===== src/sbb_pkg.sv =====
package sbb_pkg;

    // ************************************************************
    // descriptor layout
    // ************************************************************
    localparam int unsigned DESC_W = 128;
    localparam int unsigned LEN_W = 32;
    localparam int unsigned BYTE_W = 8;

    typedef enum logic [3:0] {
        SBB_TYPE_DATA = 4'h0,
        SBB_TYPE_BUCKET = 4'h1,
        SBB_TYPE_SEG = 4'h2,
        SBB_TYPE_LAST = 4'h3,
        SBB_TYPE_VENDOR = 4'hF
    } sbb_type_t;

    localparam logic [3:0] SBB_RSVD_LO = 4'h4;
    localparam logic [3:0] SBB_RSVD_HI = 4'hE;
    localparam logic [3:0] SBB_ZERO_NIB = 4'h0;
    localparam logic [LEN_W-1:0] SBB_LEN_ZERO = 32'h0000_0000;

    // byte 15, bytes 14:12, bytes 11:8, bytes 7:0 from msb down
    typedef struct packed {
        logic [3:0] dtype;
        logic [3:0] zero_nib;
        logic [23:0] rsvd_hi;
        logic [LEN_W-1:0] length;
        logic [63:0] rsvd_addr;
    } sbb_desc_t;

    // ************************************************************
    // decode result
    // ************************************************************
    typedef struct packed {
        logic type_err;
        logic is_bucket;
        logic is_dest;
        logic [LEN_W-1:0] discard_len;
    } sbb_info_t;

    // ************************************************************
    // states and accounting
    // ************************************************************
    typedef enum logic [2:0] {
        ST_IDLE = 3'b001,
        ST_DROP = 3'b010,
        ST_REPORT = 3'b100
    } sbb_state_t;

    localparam int unsigned ACCT_W = 48;
    localparam logic [ACCT_W-1:0] ACCT_ZERO = 48'h0000_0000_0000;
    localparam logic [ACCT_W-1:0] BYTES_PER_BEAT = 48'h0000_0000_0001;
    localparam logic [LEN_W-1:0] LEN_ONE = 32'h0000_0001;
    localparam logic [1:0] RST_SYNC_ZERO = 2'h0;

endpackage : sbb_pkg


===== src/sbb_buf.sv =====
`timescale 1ns/1ps
module sbb_buf #(
    parameter int unsigned W = 8
) (
    input wire logic clk,
    input wire logic rst_n,
    input wire logic in_valid,
    output logic in_ready,
    input wire logic [W-1:0] in_data,
    output logic out_valid,
    input wire logic out_ready,
    output logic [W-1:0] out_data
);
    import sbb_pkg::*;

    // ************************************************************
    // two-entry buffer, head slot drives the output directly
    // ************************************************************
    logic [W-1:0] head_r;
    logic [W-1:0] tail_r;
    logic [1:0] cnt_r;
    logic push;
    logic pop;

    // refused at elaboration so a bad width never reaches the netlist
    if (W == 0) begin : g_bad_w
        $error("sbb_buf: W must be non-zero");
    end

    assign in_ready = (cnt_r != 2'd2);
    assign out_valid = (cnt_r != 2'd0);
    assign out_data = head_r;
    assign push = in_valid && in_ready;
    assign pop = out_valid && out_ready;

    always_ff @(posedge clk or negedge rst_n) begin
        if (!rst_n) begin
            cnt_r <= 2'd0;
        end else begin
            cnt_r <= cnt_r + {1'b0, push} - {1'b0, pop};
        end
    end

    always_ff @(posedge clk or negedge rst_n) begin
        if (!rst_n) begin
            head_r <= '0;
            tail_r <= '0;
        end else begin
            // head refills from tail on a pop with two entries held, or from input when it would be empty
            if (pop && cnt_r == 2'd2) begin
                head_r <= tail_r;
            end else if (push && (cnt_r == 2'd0 || (pop && cnt_r == 2'd1))) begin
                head_r <= in_data;
            end
            if (push && ((cnt_r == 2'd1 && !pop) || cnt_r == 2'd2)) begin
                tail_r <= in_data;
            end
        end
    end

endmodule : sbb_buf


===== src/sbb_desc_chk.sv =====
`timescale 1ns/1ps
module sbb_desc_chk (
    input sbb_pkg::sbb_desc_t desc,
    input wire logic is_dest,
    output sbb_pkg::sbb_info_t info
);
    import sbb_pkg::*;

    // ************************************************************
    // combinational decode of one descriptor
    // ************************************************************
    logic code_rsvd;
    logic code_bad;
    logic bucket;

    // reserved address and bytes 14:12 are never looked at
    assign bucket = (desc.dtype == SBB_TYPE_BUCKET);
    assign code_rsvd = (desc.dtype >= SBB_RSVD_LO) && (desc.dtype <= SBB_RSVD_HI);
    // vendor codes are not served here and count as errors
    assign code_bad = code_rsvd || (desc.dtype == SBB_TYPE_VENDOR);

    always_comb begin
        info.type_err = code_bad || (desc.zero_nib != SBB_ZERO_NIB);
        info.is_bucket = bucket;
        info.is_dest = is_dest;
        info.discard_len = SBB_LEN_ZERO;
        if (bucket && is_dest && !info.type_err) begin
            info.discard_len = desc.length;
        end
    end

endmodule : sbb_desc_chk


===== src/sbb_decoder.sv =====
`timescale 1ns/1ps
module sbb_decoder #(
    parameter int unsigned LBC_W = 16,
    parameter int unsigned BLK_BYTES = 512
) (
    input wire logic ref_clk,
    input wire logic reset_n,
    // descriptor request
    input wire logic desc_valid,
    output logic desc_ready,
    input sbb_pkg::sbb_desc_t desc,
    input wire logic desc_is_dest,
    // decode report
    output logic done_valid,
    output sbb_pkg::sbb_info_t done_info,
    // command accounting
    input wire logic cmd_start,
    input wire logic [LBC_W-1:0] logical_block_count,
    output logic [sbb_pkg::ACCT_W-1:0] acct_bytes,
    output logic [sbb_pkg::ACCT_W-1:0] acct_target,
    output logic acct_match,
    // source data in
    input wire logic s_valid,
    output logic s_ready,
    input wire logic [sbb_pkg::BYTE_W-1:0] s_data,
    // data toward host memory
    output logic m_valid,
    input wire logic m_ready,
    output logic [sbb_pkg::BYTE_W-1:0] m_data,
    // drop progress
    output logic dropping,
    output logic [sbb_pkg::LEN_W-1:0] drop_remain
);
    import sbb_pkg::*;

    // the product of both must fit the accounting width
    if (LBC_W == 0 || LBC_W > 32) begin : g_bad_lbc
        $error("sbb_decoder: LBC_W out of range");
    end
    if (BLK_BYTES == 0 || BLK_BYTES > 65536) begin : g_bad_blk
        $error("sbb_decoder: BLK_BYTES out of range");
    end

    // ************************************************************
    // reset release
    // ************************************************************
    logic [1:0] rst_sync_r;
    logic rst_n;

    always_ff @(posedge ref_clk or negedge reset_n) begin
        if (!reset_n) begin
            rst_sync_r <= RST_SYNC_ZERO;
        end else begin
            rst_sync_r <= {rst_sync_r[0], 1'b1};
        end
    end

    assign rst_n = rst_sync_r[1];

    // ************************************************************
    // descriptor decode
    // ************************************************************
    sbb_info_t chk_info;
    sbb_info_t info_r;
    logic take;

    sbb_desc_chk u_chk (
        .desc(desc),
        .is_dest(desc_is_dest),
        .info(chk_info)
    );

    // ************************************************************
    // sequencer
    // ************************************************************
    sbb_state_t state_r;
    sbb_state_t state_nxt;
    logic [LEN_W-1:0] remain_r;
    logic [LEN_W-1:0] remain_nxt;
    logic drop_beat;
    logic done_valid_r;

    assign desc_ready = (state_r == ST_IDLE);
    assign take = desc_valid && desc_ready;
    assign drop_beat = (state_r == ST_DROP) && s_valid;

    always_comb begin
        state_nxt = state_r;
        remain_nxt = remain_r;
        case (state_r)
            ST_IDLE: begin
                if (take) begin
                    remain_nxt = chk_info.discard_len;
                    if (chk_info.discard_len == SBB_LEN_ZERO) begin
                        // zero length, not a bucket, source list or error: report at once
                        state_nxt = ST_REPORT;
                    end else begin
                        state_nxt = ST_DROP;
                    end
                end
            end
            ST_DROP: begin
                if (drop_beat) begin
                    remain_nxt = remain_r - LEN_ONE;
                    if (remain_r == LEN_ONE) begin
                        state_nxt = ST_REPORT;
                    end
                end
            end
            ST_REPORT: begin
                state_nxt = ST_IDLE;
            end
            default: begin
                state_nxt = ST_IDLE;
                remain_nxt = SBB_LEN_ZERO;
            end
        endcase
    end

    always_ff @(posedge ref_clk or negedge rst_n) begin
        if (!rst_n) begin
            state_r <= ST_IDLE;
            remain_r <= SBB_LEN_ZERO;
        end else begin
            state_r <= state_nxt;
            remain_r <= remain_nxt;
        end
    end

    always_ff @(posedge ref_clk or negedge rst_n) begin
        if (!rst_n) begin
            info_r <= '0;
        end else if (take) begin
            info_r <= chk_info;
        end
    end

    // report pulses in the cycle the sequencer sits in report
    always_ff @(posedge ref_clk or negedge rst_n) begin
        if (!rst_n) begin
            done_valid_r <= 1'b0;
        end else begin
            done_valid_r <= (state_nxt == ST_REPORT);
        end
    end

    assign done_valid = done_valid_r;
    assign done_info = info_r;
    assign dropping = (state_r == ST_DROP);
    assign drop_remain = remain_r;

    // ************************************************************
    // data path
    // ************************************************************
    logic buf_in_valid;
    logic buf_in_ready;
    logic pass_beat;

    // dropped bytes never enter the buffer, so they cannot reach memory
    assign buf_in_valid = s_valid && (state_r != ST_DROP);
    // dropping never stalls the source; passing is gated by the buffer
    assign s_ready = (state_r == ST_DROP) ? 1'b1 : buf_in_ready;
    assign pass_beat = buf_in_valid && buf_in_ready;

    sbb_buf #(
        .W(BYTE_W)
    ) u_buf (
        .clk(ref_clk),
        .rst_n(rst_n),
        .in_valid(buf_in_valid),
        .in_ready(buf_in_ready),
        .in_data(s_data),
        .out_valid(m_valid),
        .out_ready(m_ready),
        .out_data(m_data)
    );

    // ************************************************************
    // logical block accounting
    // ************************************************************
    localparam logic [ACCT_W-1:0] BLK_BYTES_W = ACCT_W'(BLK_BYTES);

    logic [ACCT_W-1:0] acct_r;
    logic [ACCT_W-1:0] acct_nxt;
    logic [ACCT_W-1:0] target_r;
    logic acct_match_r;

    // only moved bytes and destination discards are counted;
    // a source-list bucket never drops, so it adds nothing
    always_comb begin
        acct_nxt = acct_r;
        if (cmd_start) begin
            acct_nxt = ACCT_ZERO;
        end else if (pass_beat || drop_beat) begin
            acct_nxt = acct_r + BYTES_PER_BEAT;
        end
    end

    always_ff @(posedge ref_clk or negedge rst_n) begin
        if (!rst_n) begin
            acct_r <= ACCT_ZERO;
            target_r <= ACCT_ZERO;
        end else begin
            acct_r <= acct_nxt;
            if (cmd_start) begin
                target_r <= ACCT_W'(logical_block_count) * BLK_BYTES_W;
            end
        end
    end

    // match is valid two cycles after the last counted beat, one after acct_bytes updates
    always_ff @(posedge ref_clk or negedge rst_n) begin
        if (!rst_n) begin
            acct_match_r <= 1'b0;
        end else begin
            acct_match_r <= (acct_r == target_r) && !cmd_start;
        end
    end

    assign acct_bytes = acct_r;
    assign acct_target = target_r;
    assign acct_match = acct_match_r;

endmodule : sbb_decoder


===== config.mk =====
export PLATFORM = sky130hd
export DESIGN_NAME = sbb_decoder
export DESIGN_NICKNAME = d
export VERILOG_FILES = /design/src/sbb_pkg.sv /design/src/sbb_buf.sv /design/src/sbb_desc_chk.sv /design/src/sbb_decoder.sv
export SDC_FILE = /design/constraint.sdc
export NUM_CORES = 1
export LEC_CHECK = 0
export ABC_AREA = 1
export BUFFER_PORTS_ARGS = -buffer_cell sky130_fd_sc_hd__clkbuf_2
export CAP_MARGIN = 20
export CORE_ASPECT_RATIO = 1.75
export CORE_MARGIN = 2
export CORE_UTILIZATION = 35
export CTS_CLUSTER_DIAMETER = 30
export DETAILED_ROUTE_END_ITERATION = 6
export HOLD_SLACK_MARGIN = 0.02
export PLACE_DENSITY = 0.69
export SLEW_MARGIN = 20
export SYNTH_ARGS = -nofsm -noshare
export SYNTH_HDL_FRONTEND = slang
export SYNTH_HIERARCHICAL = 1
export SYNTH_SLANG_ARGS = --single-unit
export TNS_END_PERCENT = 5

===== constraint.sdc =====
create_clock -name ref_clk -period 6.15 [get_ports ref_clk]
set_input_delay 1.23 -clock ref_clk [delete_from_list [all_inputs] [get_ports ref_clk]]
set_output_delay 1.23 -clock ref_clk [all_outputs]
set_load 0.05 [all_outputs]

==> impl_metrics.py <==
metrics = {
    "placement": {
        "placed_cell_area_sq_mm": 0.0113,
        "hpwl_mm": 28.8,
        "dp.cells": 1988,
        "place_congestion": 1.01,
        "port_buffers": 215,
        "pre_cts_ws_ps": 2650,
    },
    "clock_network": {
        "cts_root_buffer": "clkbuf_16",
        "cts_buffers": 17,
        "post_cts_resized": 0,
        "clkLatencyLatePin_ps": 450,
        "tritoncts": "yes",
        "clockBufferDepth": 2,
        "cts_hold_buf": 0,
        "cts_setup_buffers": 0,
        "htree_levels": 4,
        "clock-sinks": 156,
        "clk_pin_slew_ps": 70,
    },
    "sta": {
        "tightest_slew_ps": 796,
        "finalCritPeriodShare": 0.510,
        "slew_headroom": 0.468,
        "fmax_mhz": 319,
        "fin_skew_ps": 12.2,
        "hold_viol": 0,
        "tns_ps": 0,
        "setup_viol": 0,
        "rsz0062_at_grt": "false",
        "slew_viol_final": 0,
        "setup_slack_ps": 3010,
        "period_minus_slack_ps": 3140,
    },
    "yosys": {
        "synthesis.area_sq_mm": 0.0100,
        "ys_warn_count": 6,
        "ys_seq_elements": 156,
        "synth_edf_count": 0,
        "ys.flop_type": "dfrtp_1",
        "async_flop_share": 1.00,
        "yosysSeqAreaShare": 0.389,
        "avgSynthCellArea_sq_um": 7.00,
        "synth_cell_types": 45,
        "syn-instance-count": 1434,
    },
    "drt": {
        "vias": 10500,
        "totalWireLength_mm": 37.4,
        "drc": 0,
        "drt_iter0_markers": 749,
        "final_antenna_net_count": 0,
        "post_drt_wl_per_cell_um": 18.5,
        "first_pass_iters": 6,
        "viasPerCell": 5.21,
    },
    "grt": {
        "grt_pass1_wl_mm": 56.4,
        "track_usage": 0.246,
        "grt-ovfl-total": 0,
        "grt_max_degree": 79,
        "grt_antenna_before_repair": 0,
        "grt_pass1_vias": 10100,
    },
    "power": {
        "p_leak_nw": 5.85,
        "ir_worst_vdd_v": 0.000431,
        "powerDensity_mw_per_mm2": 391,
    },
    "setup_path": {
        "worstSetupStartpointType": "register",
        "cp_cell_sequence": "inv_1, nor3_4, buf_4, clkbuf_2",
        "path_max_fanout": 32,
        "crit_type": "register to primary output",
        "end_kind": "primary output",
        "cp_slowest_cell": "dfstp_2",
        "critPathArrivalTime_ps": 1910,
        "cp_top_family": "buffers and inverters",
        "slowest_delay_ps": 550,
        "crit_buf_inv": 3,
        "worst_ep_required_time_ps": 4920,
    },
    "cells_and_area": {
        "diodes": 0,
        "finalInstanceArea_sq_mm": 0.0119,
        "mostFrequentLayoutCell": "nand2_1",
        "layout.cells.non_filler": 2020,
        "area_delta_synth_final_pct": 18.3,
        "drive_above_1_share": 0.199,
        "final_cell_mix": "nand2_1 (386), clkbuf_2 (215), nor2_1 (214)",
        "nets": 1794,
        "num-fill-cells": 2996,
    },
    "floorplanning": {
        "die-width_um": 132,
        "die_h_um": 228,
        "dieArea_sq_mm": 0.0301,
        "num_rows": 82,
        "core_area_sq_mm": 0.0284,
        "initial_utilization": 0.353,
        "ios": 336,
    },
    "hold_path": {
        "hold_path_class": "register to asynchronous set/reset pin",
    },
    "outcome": {
        "status": "finished clean",
    },
    "run": {
        "drv_cap": 0,
    },
}
-- stage by stage --
stage                     utilization  power [mW]  hold slack, ps
final                           0.418        4.65             310
after floorplan                     -        2.96             331
after CTS                       0.417        4.65             363
after detailed placement        0.396        3.53             339
after global routing            0.418        4.90             359
after global placement          0.396        3.50             343
-- final timing paths --
kind / from / end / slack, ps / cells after the start
max: state_r[0] / desc_ready / 3010 / 4
min: rst_sync_r[1] / drop_remain[0] / 310 / 0
max reg2reg: state_r[0] / state_r[2] / 3410 / 10
min reg2reg: rst_sync_r[1] / drop_remain[0] / 310 / 0
max in group asynchronous: rst_sync_r[1] / acct_bytes[5] / 4420 / 2
min in group ref_clk: rst_sync_r[0] / rst_sync_r[1] / 360 / 0
-- logic make-up (layout without fill, tap and decap cells) --
kind of cell | count (synthesis) | in the layout | synth area share
AOI/OAI and AO/OA | 183 | 183 | 0.102
xor gates and xnor gates | 9 | 9 | 0.00785
adders and majority gates | 5 | 5 | 0.00623
buffers and inverters | 252 | 429 | 0.116
DFF | 156 | 156 | 0.389
other | 2 | 33 | 0.000748
and+or+nand+nor | 827 | 827 | 0.378
-- layer usage --
metal  global-route usage  vias to the layer above  part of all wire
met5                    0                        -                 0
li1                     -                     4965                 -
met4                0.198                        0             0.088
met1                0.251                     4927              0.35
met2                0.435                      477              0.51
met3               0.0433                      149             0.059
-- power by group --
| part | total [mW] | internal (mW) | switching, mW |
|---|---|---|---|
| Combinational | 2.12 | 0.487 | 1.63 |
| Clock | 1.10 | 0.617 | 0.483 |
| Sequential | 1.42 | 1.20 | 0.225 |
| Total | 4.65 | 2.30 | 2.34 |
-- registers in the layout (all words and copies together), names as in the netlist --
| register | flops |
|---|---|
| state_r | 3 |
| u_buf/tail_r | 8 |
| acct_target | 16 |
| u_buf/out_data | 8 |
| done_valid | 1 |
| rst_sync_r | 2 |
| acct_bytes | 48 |
| done_info | 35 |
| u_buf/cnt_r | 2 |
| acct_match | 1 |
| drop_remain | 32 |
-- cell type report --
cell class                      count  area (sq um)  share of cell area
Sequential cell                   156          3910               0.329
Clock inverter                     13           156              0.0132
Inverter                          175           657              0.0553
Multi-Input combinational cell   1057          5090               0.429
Timing Repair Buffer              223          1150              0.0970
Clock buffer                       18           439              0.0370
Tap cell                          378           473              0.0398
-- Yosys cell counts (2+ instances only) --
library cell | n | area, sq um
a21oi_1 | 62 | 310
a22oi_1 | 8 | 60.1
a31oi_1 | 3 | 18.8
buf_1 | 4 | 15.0
buf_2 | 15 | 75.1
buf_4 | 39 | 293
buf_6 | 7 | 78.8
clkbuf_1 | 12 | 45.0
conb_1 | 2 | 7.51
dfrtp_1 | 155 | 3880
ha_1 | 5 | 62.6
inv_1 | 168 | 631
inv_2 | 7 | 26.3
nand2_1 | 386 | 1450
nand2_2 | 3 | 18.8
nand2_4 | 3 | 33.8
nand3_1 | 81 | 405
nand3_2 | 3 | 30.0
nand3_4 | 2 | 35.0
nand4_1 | 66 | 413
nor2_1 | 215 | 807
nor2_2 | 3 | 18.8
nor2_4 | 3 | 33.8
nor3_1 | 13 | 65.1
nor3_2 | 27 | 270
nor3_4 | 5 | 81.3
nor4_1 | 12 | 75.1
o21ai_0 | 52 | 260
o21ai_1 | 23 | 115
o21ai_2 | 8 | 70.1
o21bai_1 | 12 | 90.1
o22ai_1 | 10 | 62.6
xnor2_1 | 7 | 61.3
xor2_1 | 2 | 17.5
(Power assumes the default switching activity.)
